File: src/rtl/macsc_map.vh
/*
  Register map, field positions, reset and preset values of the
  MAC statistics counter block.
  Included by the block's design files; holds definitions only.
*/
`ifndef MACSC_MAP_VH
`define MACSC_MAP_VH

// Byte offsets of the registers
`define MACSC_OFS_CTL        12'h100
`define MACSC_OFS_RX_FLAGS   12'h104
`define MACSC_OFS_TX_FLAGS   12'h108
`define MACSC_OFS_RX_MASKS   12'h10c
`define MACSC_OFS_TX_MASKS   12'h110
`define MACSC_OFS_ONE_COLL   12'h14c
`define MACSC_OFS_MULTI_COLL 12'h150
`define MACSC_OFS_TX_GOOD    12'h168
`define MACSC_OFS_CRC_ERR    12'h194
`define MACSC_OFS_ALIGN_ERR  12'h198
`define MACSC_OFS_UCAST      12'h1c4

// Control register fields
`define MACSC_CTL_RESET      0
`define MACSC_CTL_STOP_ROLL  1
`define MACSC_CTL_CLR_READ   2
`define MACSC_CTL_FREEZE     3
`define MACSC_CTL_PRESET     4
`define MACSC_CTL_PRESET_LVL 5
`define MACSC_CTL_KEEP       32'h0000002e

// Half flag and mask bit positions
`define MACSC_RX_UCAST_BIT   17
`define MACSC_RX_ALIGN_BIT   6
`define MACSC_RX_CRC_BIT     5
`define MACSC_TX_GOOD_BIT    21
`define MACSC_TX_MULTI_BIT   15
`define MACSC_TX_ONE_BIT     14
`define MACSC_RX_MASK_BITS   32'h00020060
`define MACSC_TX_MASK_BITS   32'h0020c000

// Reset and preset values
`define MACSC_CTL_RST        32'h00000000
`define MACSC_MASK_RST       32'h00000000
`define MACSC_PRESET_FULL    32'hfffffff0
`define MACSC_PRESET_HALF    32'h7ffffff0

// Bus responses
`define MACSC_RESP_OKAY      2'b00
`define MACSC_RESP_SLVERR    2'b10

`endif

File: src/rtl/macsc_top.v
/*
  MAC statistics counters: six frame counters, half flags, masks,
  interrupt and control, behind an AXI4-Lite slave.
  Assumes frame status inputs are one-cycle pulses synchronous to
  aclk, one pulse per completed frame.
*/
`timescale 1ns/100ps
`default_nettype none
`include "macsc_map.vh"

module macsc_top #(
  parameter CNT_W = 32
) (
  input  wire        aclk,
  input  wire        aresetn,
  input  wire [11:0] s_axi_awaddr,
  input  wire [2:0]  s_axi_awprot,
  input  wire        s_axi_awvalid,
  output wire        s_axi_awready,
  input  wire [31:0] s_axi_wdata,
  input  wire [3:0]  s_axi_wstrb,
  input  wire        s_axi_wvalid,
  output wire        s_axi_wready,
  output wire [1:0]  s_axi_bresp,
  output wire        s_axi_bvalid,
  input  wire        s_axi_bready,
  input  wire [11:0] s_axi_araddr,
  input  wire [2:0]  s_axi_arprot,
  input  wire        s_axi_arvalid,
  output wire        s_axi_arready,
  output wire [31:0] s_axi_rdata,
  output wire [1:0]  s_axi_rresp,
  output wire        s_axi_rvalid,
  input  wire        s_axi_rready,
  input  wire        half_duplex,
  input  wire        tx_good_frame,
  input  wire        tx_one_coll_frame,
  input  wire        tx_multi_coll_frame,
  input  wire        rx_crc_err_frame,
  input  wire        rx_align_err_frame,
  input  wire        rx_good_ucast_frame,
  output wire        stat_irq
);

  localparam NCNT = 6;

  // Counter indices
  localparam I_ONE   = 0;
  localparam I_MULTI = 1;
  localparam I_GOOD  = 2;
  localparam I_CRC   = 3;
  localparam I_ALIGN = 4;
  localparam I_UCAST = 5;

  // Write channel state
  reg              awready_q;
  reg              wready_q;
  reg              bvalid_q;
  reg  [1:0]       bresp_q;
  reg              aw_held_q;
  reg              w_held_q;
  reg  [11:0]      wr_addr_q;
  reg  [31:0]      wr_data_q;
  reg  [3:0]       wr_strb_q;

  // Read channel state
  reg              arready_q;
  reg              rd_pend_q;
  reg  [11:0]      rd_addr_q;
  reg              rvalid_q;
  reg  [31:0]      rdata_q;
  reg  [1:0]       rresp_q;

  // Software registers
  reg  [31:0]      ctl_q;
  reg  [31:0]      rx_mask_q;
  reg  [31:0]      tx_mask_q;
  reg              cnt_reset_q;
  reg              preset_q;
  reg  [NCNT-1:0]  flag_q;
  reg  [NCNT-1:0]  flag_clr;
  reg              irq_q;

  reg  [31:0]      wr_old;
  reg              wr_known;
  reg  [31:0]      rd_mux;
  reg              rd_known;

  wire             wr_go;
  wire [31:0]      wr_merged;
  wire [NCNT-1:0]  cnt_inc;
  wire [NCNT-1:0]  cnt_rd_clr;
  wire [NCNT-1:0]  half_evt;
  wire [NCNT-1:0]  mask_vec;
  wire [NCNT*CNT_W-1:0] cnt_flat;
  wire [CNT_W-1:0] preset_val;
  wire [11:0]      rd_word;
  wire [11:0]      wr_word;

  function [11:0] cnt_ofs;
    input integer idx;
    begin
      case (idx)
        I_ONE:   cnt_ofs = `MACSC_OFS_ONE_COLL;
        I_MULTI: cnt_ofs = `MACSC_OFS_MULTI_COLL;
        I_GOOD:  cnt_ofs = `MACSC_OFS_TX_GOOD;
        I_CRC:   cnt_ofs = `MACSC_OFS_CRC_ERR;
        I_ALIGN: cnt_ofs = `MACSC_OFS_ALIGN_ERR;
        default: cnt_ofs = `MACSC_OFS_UCAST;
      endcase
    end
  endfunction

  assign rd_word = {rd_addr_q[11:2], 2'b00};
  assign wr_word = {wr_addr_q[11:2], 2'b00};

  // collision counts only in half duplex
  assign cnt_inc[I_ONE]   = tx_one_coll_frame & half_duplex;
  assign cnt_inc[I_MULTI] = tx_multi_coll_frame & half_duplex;
  assign cnt_inc[I_GOOD]  = tx_good_frame;
  assign cnt_inc[I_CRC]   = rx_crc_err_frame;
  assign cnt_inc[I_ALIGN] = rx_align_err_frame;
  assign cnt_inc[I_UCAST] = rx_good_ucast_frame;

  assign preset_val = ctl_q[`MACSC_CTL_PRESET_LVL] ? `MACSC_PRESET_FULL : `MACSC_PRESET_HALF;

  genvar gi;
  generate
    for (gi = 0; gi < NCNT; gi = gi + 1) begin : g_cnt
      // clear after the read that returns it
      assign cnt_rd_clr[gi] = rd_pend_q & ctl_q[`MACSC_CTL_CLR_READ] & (rd_word == cnt_ofs(gi));

      macsc_counter #(
        .CNT_W (CNT_W)
      ) u_cnt (
        .clk        (aclk),
        .rst_n      (aresetn),
        .inc        (cnt_inc[gi]),
        .cnt_reset  (cnt_reset_q),
        .preset     (preset_q),
        .preset_val (preset_val),
        .rd_clr     (cnt_rd_clr[gi]),
        .freeze     (ctl_q[`MACSC_CTL_FREEZE]),
        .stop_roll  (ctl_q[`MACSC_CTL_STOP_ROLL]),
        .count      (cnt_flat[gi*CNT_W +: CNT_W]),
        .half_evt   (half_evt[gi])
      );
    end
  endgenerate

  // AXI write channel: address and data taken in either order
  assign wr_go = aw_held_q & w_held_q & ~bvalid_q;

  always @(posedge aclk) begin
    if (!aresetn) begin
      awready_q <= 1'b1;
      wready_q  <= 1'b1;
      aw_held_q <= 1'b0;
      w_held_q  <= 1'b0;
      bvalid_q  <= 1'b0;
      bresp_q   <= `MACSC_RESP_OKAY;
      wr_addr_q <= 12'h000;
      wr_data_q <= 32'h00000000;
      wr_strb_q <= 4'h0;
    end else begin
      if (s_axi_awvalid & awready_q) begin
        awready_q <= 1'b0;
        aw_held_q <= 1'b1;
        wr_addr_q <= s_axi_awaddr;
      end
      if (s_axi_wvalid & wready_q) begin
        wready_q  <= 1'b0;
        w_held_q  <= 1'b1;
        wr_data_q <= s_axi_wdata;
        wr_strb_q <= s_axi_wstrb;
      end
      if (wr_go) begin
        bvalid_q <= 1'b1;
        bresp_q  <= wr_known ? `MACSC_RESP_OKAY : `MACSC_RESP_SLVERR;
      end
      if (bvalid_q & s_axi_bready) begin
        bvalid_q  <= 1'b0;
        aw_held_q <= 1'b0;
        w_held_q  <= 1'b0;
        awready_q <= 1'b1;
        wready_q  <= 1'b1;
      end
    end
  end

  // Current value of the write target and whether it exists
  always @* begin
    wr_old   = 32'h00000000;
    wr_known = 1'b1;
    case (wr_word)
      `MACSC_OFS_CTL:      wr_old = ctl_q;
      `MACSC_OFS_RX_MASKS: wr_old = rx_mask_q;
      `MACSC_OFS_TX_MASKS: wr_old = tx_mask_q;
      `MACSC_OFS_RX_FLAGS,
      `MACSC_OFS_TX_FLAGS,
      `MACSC_OFS_ONE_COLL,
      `MACSC_OFS_MULTI_COLL,
      `MACSC_OFS_TX_GOOD,
      `MACSC_OFS_CRC_ERR,
      `MACSC_OFS_ALIGN_ERR,
      `MACSC_OFS_UCAST:    wr_old = 32'h00000000;
      default:             wr_known = 1'b0;
    endcase
  end

  macsc_byte_merge #(
    .WIDTH (32)
  ) u_merge (
    .old_val (wr_old),
    .new_val (wr_data_q),
    .strb    (wr_strb_q),
    .merged  (wr_merged)
  );

  // Writable registers; counters and flags ignore writes
  always @(posedge aclk) begin
    if (!aresetn) begin
      ctl_q       <= `MACSC_CTL_RST;
      rx_mask_q   <= `MACSC_MASK_RST;
      tx_mask_q   <= `MACSC_MASK_RST;
      cnt_reset_q <= 1'b0;
      preset_q    <= 1'b0;
    end else begin
      cnt_reset_q <= 1'b0;
      preset_q    <= 1'b0;
      if (wr_go) begin
        case (wr_word)
          `MACSC_OFS_CTL: begin
            // Reset and preset bits act once and read back as zero
            ctl_q       <= wr_merged & `MACSC_CTL_KEEP;
            cnt_reset_q <= wr_merged[`MACSC_CTL_RESET];
            preset_q    <= wr_merged[`MACSC_CTL_PRESET];
          end
          `MACSC_OFS_RX_MASKS: rx_mask_q <= wr_merged & `MACSC_RX_MASK_BITS;
          `MACSC_OFS_TX_MASKS: tx_mask_q <= wr_merged & `MACSC_TX_MASK_BITS;
          default: ;
        endcase
      end
    end
  end

  // reading a flag register clears its flags
  always @* begin
    flag_clr = {NCNT{1'b0}};
    if (rd_pend_q && rd_word == `MACSC_OFS_RX_FLAGS) begin
      flag_clr[I_CRC]   = 1'b1;
      flag_clr[I_ALIGN] = 1'b1;
      flag_clr[I_UCAST] = 1'b1;
    end
    if (rd_pend_q && rd_word == `MACSC_OFS_TX_FLAGS) begin
      flag_clr[I_ONE]   = 1'b1;
      flag_clr[I_MULTI] = 1'b1;
      flag_clr[I_GOOD]  = 1'b1;
    end
  end

  assign mask_vec = {rx_mask_q[`MACSC_RX_UCAST_BIT], rx_mask_q[`MACSC_RX_ALIGN_BIT],
                     rx_mask_q[`MACSC_RX_CRC_BIT], tx_mask_q[`MACSC_TX_GOOD_BIT],
                     tx_mask_q[`MACSC_TX_MULTI_BIT], tx_mask_q[`MACSC_TX_ONE_BIT]};

  always @(posedge aclk) begin
    if (!aresetn) begin
      flag_q <= {NCNT{1'b0}};
      irq_q  <= 1'b0;
    end else begin
      // a crossing in the clearing cycle still sets the flag
      flag_q <= (flag_q & ~flag_clr) | half_evt;
      // any unmasked set flag drives the interrupt
      irq_q  <= |(flag_q & ~mask_vec);
    end
  end

  // Read data selection
  always @* begin
    rd_mux   = 32'h00000000;
    rd_known = 1'b1;
    case (rd_word)
      `MACSC_OFS_CTL:        rd_mux = ctl_q;
      `MACSC_OFS_RX_FLAGS: begin
        rd_mux[`MACSC_RX_UCAST_BIT] = flag_q[I_UCAST];
        rd_mux[`MACSC_RX_ALIGN_BIT] = flag_q[I_ALIGN];
        rd_mux[`MACSC_RX_CRC_BIT]   = flag_q[I_CRC];
      end
      `MACSC_OFS_TX_FLAGS: begin
        rd_mux[`MACSC_TX_GOOD_BIT]  = flag_q[I_GOOD];
        rd_mux[`MACSC_TX_MULTI_BIT] = flag_q[I_MULTI];
        rd_mux[`MACSC_TX_ONE_BIT]   = flag_q[I_ONE];
      end
      `MACSC_OFS_RX_MASKS:   rd_mux = rx_mask_q;
      `MACSC_OFS_TX_MASKS:   rd_mux = tx_mask_q;
      `MACSC_OFS_ONE_COLL:   rd_mux = cnt_flat[I_ONE*CNT_W +: CNT_W];
      `MACSC_OFS_MULTI_COLL: rd_mux = cnt_flat[I_MULTI*CNT_W +: CNT_W];
      `MACSC_OFS_TX_GOOD:    rd_mux = cnt_flat[I_GOOD*CNT_W +: CNT_W];
      `MACSC_OFS_CRC_ERR:    rd_mux = cnt_flat[I_CRC*CNT_W +: CNT_W];
      `MACSC_OFS_ALIGN_ERR:  rd_mux = cnt_flat[I_ALIGN*CNT_W +: CNT_W];
      `MACSC_OFS_UCAST:      rd_mux = cnt_flat[I_UCAST*CNT_W +: CNT_W];
      default:               rd_known = 1'b0;
    endcase
  end

  // AXI read channel; data latched in the same cycle as the read clear
  always @(posedge aclk) begin
    if (!aresetn) begin
      arready_q <= 1'b1;
      rd_pend_q <= 1'b0;
      rd_addr_q <= 12'h000;
      rvalid_q  <= 1'b0;
      rdata_q   <= 32'h00000000;
      rresp_q   <= `MACSC_RESP_OKAY;
    end else begin
      rd_pend_q <= 1'b0;
      if (s_axi_arvalid & arready_q) begin
        arready_q <= 1'b0;
        rd_pend_q <= 1'b1;
        rd_addr_q <= s_axi_araddr;
      end
      if (rd_pend_q) begin
        rvalid_q <= 1'b1;
        rdata_q  <= rd_mux;
        rresp_q  <= rd_known ? `MACSC_RESP_OKAY : `MACSC_RESP_SLVERR;
      end
      if (rvalid_q & s_axi_rready) begin
        rvalid_q  <= 1'b0;
        arready_q <= 1'b1;
      end
    end
  end

  assign s_axi_awready = awready_q;
  assign s_axi_wready  = wready_q;
  assign s_axi_bvalid  = bvalid_q;
  assign s_axi_bresp   = bresp_q;
  assign s_axi_arready = arready_q;
  assign s_axi_rvalid  = rvalid_q;
  assign s_axi_rdata   = rdata_q;
  assign s_axi_rresp   = rresp_q;
  assign stat_irq      = irq_q;

endmodule // macsc_top

`default_nettype wire

File: src/rtl/macsc_counter.v
/*
  One statistics counter with stop-rollover, freeze, read-clear,
  preset and a half-maximum crossing pulse.
  Assumes one clock; all controls are one-cycle pulses or levels
  synchronous to it.
*/
`timescale 1ns/100ps
`default_nettype none

module macsc_counter #(
  parameter CNT_W = 32
) (
  input  wire             clk,
  input  wire             rst_n,
  input  wire             inc,
  input  wire             cnt_reset,
  input  wire             preset,
  input  wire [CNT_W-1:0] preset_val,
  input  wire             rd_clr,
  input  wire             freeze,
  input  wire             stop_roll,
  output wire [CNT_W-1:0] count,
  output wire             half_evt
);

  reg  [CNT_W-1:0] cnt_q;
  reg  [CNT_W-1:0] cnt_d;
  wire             step;

  // Frozen counters ignore frames but still clear on read
  assign step = inc & ~freeze;

  always @* begin
    cnt_d = cnt_q;
    if (cnt_reset) begin
      cnt_d = {CNT_W{1'b0}};
    end else if (preset) begin
      cnt_d = preset_val;
    end else if (rd_clr) begin
      // Frame in the read cycle is kept, not lost
      cnt_d = step ? {{(CNT_W-1){1'b0}}, 1'b1} : {CNT_W{1'b0}};
    end else if (step) begin
      if (~(&cnt_q) | ~stop_roll) begin
        cnt_d = cnt_q + {{(CNT_W-1){1'b0}}, 1'b1};
      end
    end
  end

  always @(posedge clk) begin
    if (!rst_n) begin
      cnt_q <= {CNT_W{1'b0}};
    end else begin
      cnt_q <= cnt_d;
    end
  end

  assign count    = cnt_q;
  assign half_evt = ~cnt_q[CNT_W-1] & cnt_d[CNT_W-1];

endmodule // macsc_counter

`default_nettype wire

File: src/rtl/macsc_byte_merge.v
/*
  Merges write data into an old register value by byte strobes.
  Pure combinational; assumes WIDTH is a multiple of eight.
*/
`timescale 1ns/100ps
`default_nettype none

module macsc_byte_merge #(
  parameter WIDTH = 32
) (
  input  wire [WIDTH-1:0]   old_val,
  input  wire [WIDTH-1:0]   new_val,
  input  wire [WIDTH/8-1:0] strb,
  output wire [WIDTH-1:0]   merged
);

  genvar b;
  generate
    for (b = 0; b < WIDTH/8; b = b + 1) begin : g_lane
      assign merged[8*b+7:8*b] = strb[b] ? new_val[8*b+7:8*b] : old_val[8*b+7:8*b];
    end
  endgenerate

endmodule // macsc_byte_merge

`default_nettype wire

File: config.mk
export PLATFORM = sky130hd
export DESIGN_NAME = macsc_top
export DESIGN_NICKNAME = d
export VERILOG_FILES = /design/src/rtl/macsc_top.v /design/src/rtl/macsc_counter.v /design/src/rtl/macsc_byte_merge.v
export VERILOG_INCLUDE_DIRS = /design/src /design/src/rtl
export SDC_FILE = /design/constraint.sdc
export NUM_CORES = 1
export LEC_CHECK = 0
export ABC_AREA = 1
export BUFFER_PORTS_ARGS = -buffer_cell sky130_fd_sc_hd__buf_2
export CORE_MARGIN = 5
export CORE_UTILIZATION = 50
export DETAILED_ROUTE_END_ITERATION = 10
export PLACE_DENSITY_LB_ADDON = 0.05
export SYNTH_ARGS = -nofsm -noshare
export SYNTH_HDL_FRONTEND = slang
export SYNTH_SLANG_ARGS = --single-unit
export TNS_END_PERCENT = 10
File: constraint.sdc
create_clock -name aclk -period 3.3 [get_ports aclk]
set_clock_uncertainty 0.15 [all_clocks]
set_input_delay 0.33 -clock aclk [delete_from_list [all_inputs] [get_ports aclk]]
set_output_delay 0.33 -clock aclk [all_outputs]
set_load 0.02 [all_outputs]
==> results.toml <==
[sta]
clock.fmax_ghz = 0.343
finalWorstSetupSlack_ns = 0.383
setup_violations = 0
hold_violations = 0
setup_tns_ns = 0
worstMarginPinSlew_ns = 1.19
relSlewSlack_pct = 20.6
period_share_pct = 88.4
min_period_ns = 2.92
hold_slack_ns = 0.0856
drv_slew = 0
rsz0062_at_grt = "false"

[routing]
wire_per_inst_um = 19.6
drc = 0
num_vias = 20140
routed_wl_um = 68200
drtPass1Iterations = 6
via_per_inst = 5.78
drtIter0Drc = 2298
final_antenna_net_count = 0

[yosys]
yosysTopAreaCellShare_pct = 31.7
synth_edf_count = 0
synth.distinct_cells = 52
synth_seq_cells = 287
yosysWarnings = 0
yosys.area.top_type = "dfxtp_1"
syn_inst = 2915
synth_seq_area_share_pct = 31.7
avgSynthCellArea_um2 = 6.22
syn_area_um2 = 18100
synth_ff_type = "dfxtp_1"
synthTopCellsByArea = "dfxtp_1 32%, nand2_1 14%, nor2_1 7.7%"
synthArstFlopShare_pct = 0

[pwr]
powerDensity_nw_per_um2 = 422
ir_worst_vdd_mv = 0.468
total_power_mw = 8.63
p_leak_nw = 8.53

[finish]
final_area_um2 = 20500
seq_area_um2 = 5750
antenna_cells = 0
nNetsFinal = 3086
final_util_pct = 57.4
final_cell_mix = "685 x nand2_1, 374 x nor2_1, 346 x inv_1"
area_growth_pct = 12.8
drive_gt1_share_pct = 10.1
final_common_cell = "nand2_1"
nFillCells = 3581
fin_cells = 3487
multiInputGateArea_um2 = 10500

[cts]
clk_path_buf_depth = 3
htree_levels = 2
clock-sinks = 287
clk_pin_slew_ns = 0.06
cts_resized = 0
cts-root-buf = "clkbuf_16"
clock_latency_ns = 0.56
cts-buffers-inserted = 35
cts_tree = "done"

[critical_path]
arrival_ns = 3.25
critPathKind = "reg2reg"
start_kind = "flop"
path_max_fanout = 25
critPathRequiredTime_ns = 3.63
endpoint_kind = "flop"
r2r_slack_ns = 0.38

[grt]
antenna_found_initial = 1
grt_max_degree = 69
grt-ovfl-total = 0
grt_first_pass_wirelength_um = 105000
track_usage_pct = 32.6
grt_pass1_vias = 18455

[placement]
dpl_cell_area_um2 = 18900
dp.cells = 3388
pre_cts_ws_ns = 0.518
gp_congestion = 0.959
port_buffers = 87
dpl.hpwl_um = 50400

[hold_path]
min-delay-path-class = "in2reg"

[floorplan]
die_area_um2 = 40200
ioPinCount = 122
die_y_um = 200
die_x_um = 200
coreArea_um2 = 35700
start_util_pct = 50.8
num_rows = 69

[run_status]
status = "finished, final reports clean"

[job]
cap_violations = 0
state kept, by name, summed over array words and instances, names as in the netlist:
register / cells
rd_pend_q: 1
rx_mask_q: 3
cnt_reset_q: 1
tx_mask_q: 3
s_axi_awready: 1
stat_irq: 1
wr_addr_q: 10
g_cnt.u_cnt.count: 192
wr_strb_q: 3
s_axi_rvalid: 1
s_axi_arready: 1
flag_q: 6
preset_q: 1
s_axi_rresp: 1
wr_data_q: 11
rd_addr_q: 10
aw_held_q: 1
ctl_q: 4
s_axi_bresp: 1
s_axi_wready: 1
s_axi_bvalid: 1
s_axi_rdata: 32
w_held_q: 1
layout make-up:
type | count | area share (%)
multi-input combinational | 2156 | 51.3
sequential | 287 | 28.1
inverter | 370 | 6.81
timing repair buffer | 150 | 4.94
clock buffer | 46 | 4.92
tap | 461 | 2.82
clock inverter | 17 | 1.14
final timing paths:
check                           start                       end  depth (start not counted)
hold reg to reg          wr_data_q[0]               cnt_reset_q                          2
setup reg to reg             ctl_q[3]  g_cnt[0].u_cnt.count[15]                          7
setup / recovery             ctl_q[3]  g_cnt[0].u_cnt.count[15]                          7
hold / removal    rx_good_ucast_frame  g_cnt[5].u_cnt.count[22]                          5
where the power goes:
group          leakage, nW  internal (mW)  total [mW]  switching (mW)
Clock                0.607           2.55        4.23            1.68
Sequential            2.34           3.58        3.70           0.118
Combinational         5.58          0.214       0.706           0.493
Total                 8.53           6.35        8.63            2.29
metal layers:
layer / global-route usage [%] / wire length, um / up-vias
met2: 49.1 / 29000 / 1046
met1: 47.6 / 30200 / 9316
li1: - / - / 9641
met5: 0 / 0 / -
met4: 12.0 / 2560 / 0
met3: 4.57 / 6520 / 137
cell usage after synthesis (all sizes together) (47+ instances only):
cell type / number
nor3: 57
buf: 47
a21oi: 216
dfxtp: 287
nand4: 61
o21ai: 238
clkbuf: 56
nor2: 411
nand2: 716
xor2: 66
nand3: 270
inv: 370
critical path, cell delays in order (launching register included):
cell     delay [ns]
dfxtp_1        0.32
inv_1          0.39
nand3_1        0.33
inv_1          0.17
nand2_2        0.13
nor2_2         0.91
o21ai_0        0.23
a21oi_1        0.19
repair_timing:
item / 4_1_cts / 5_1_grt
buffers inserted: 0 / 0
hold buffers: 36 / 0
hold endpoints to repair: 41 / 0
logic make-up after synthesis:
group | count (synthesis) | synth area share (%)
buffers and inverters | 473 | 10.5
adders and majority gates | 6 | 0.414
xor gates and xnor gates | 80 | 3.86
DFF | 287 | 31.7
AOI/OAI and AO/OA | 525 | 15.5
other | 1 | 0.0207
and+or+nand+nor | 1543 | 38.0
Power figures use the tool's default switching activity.
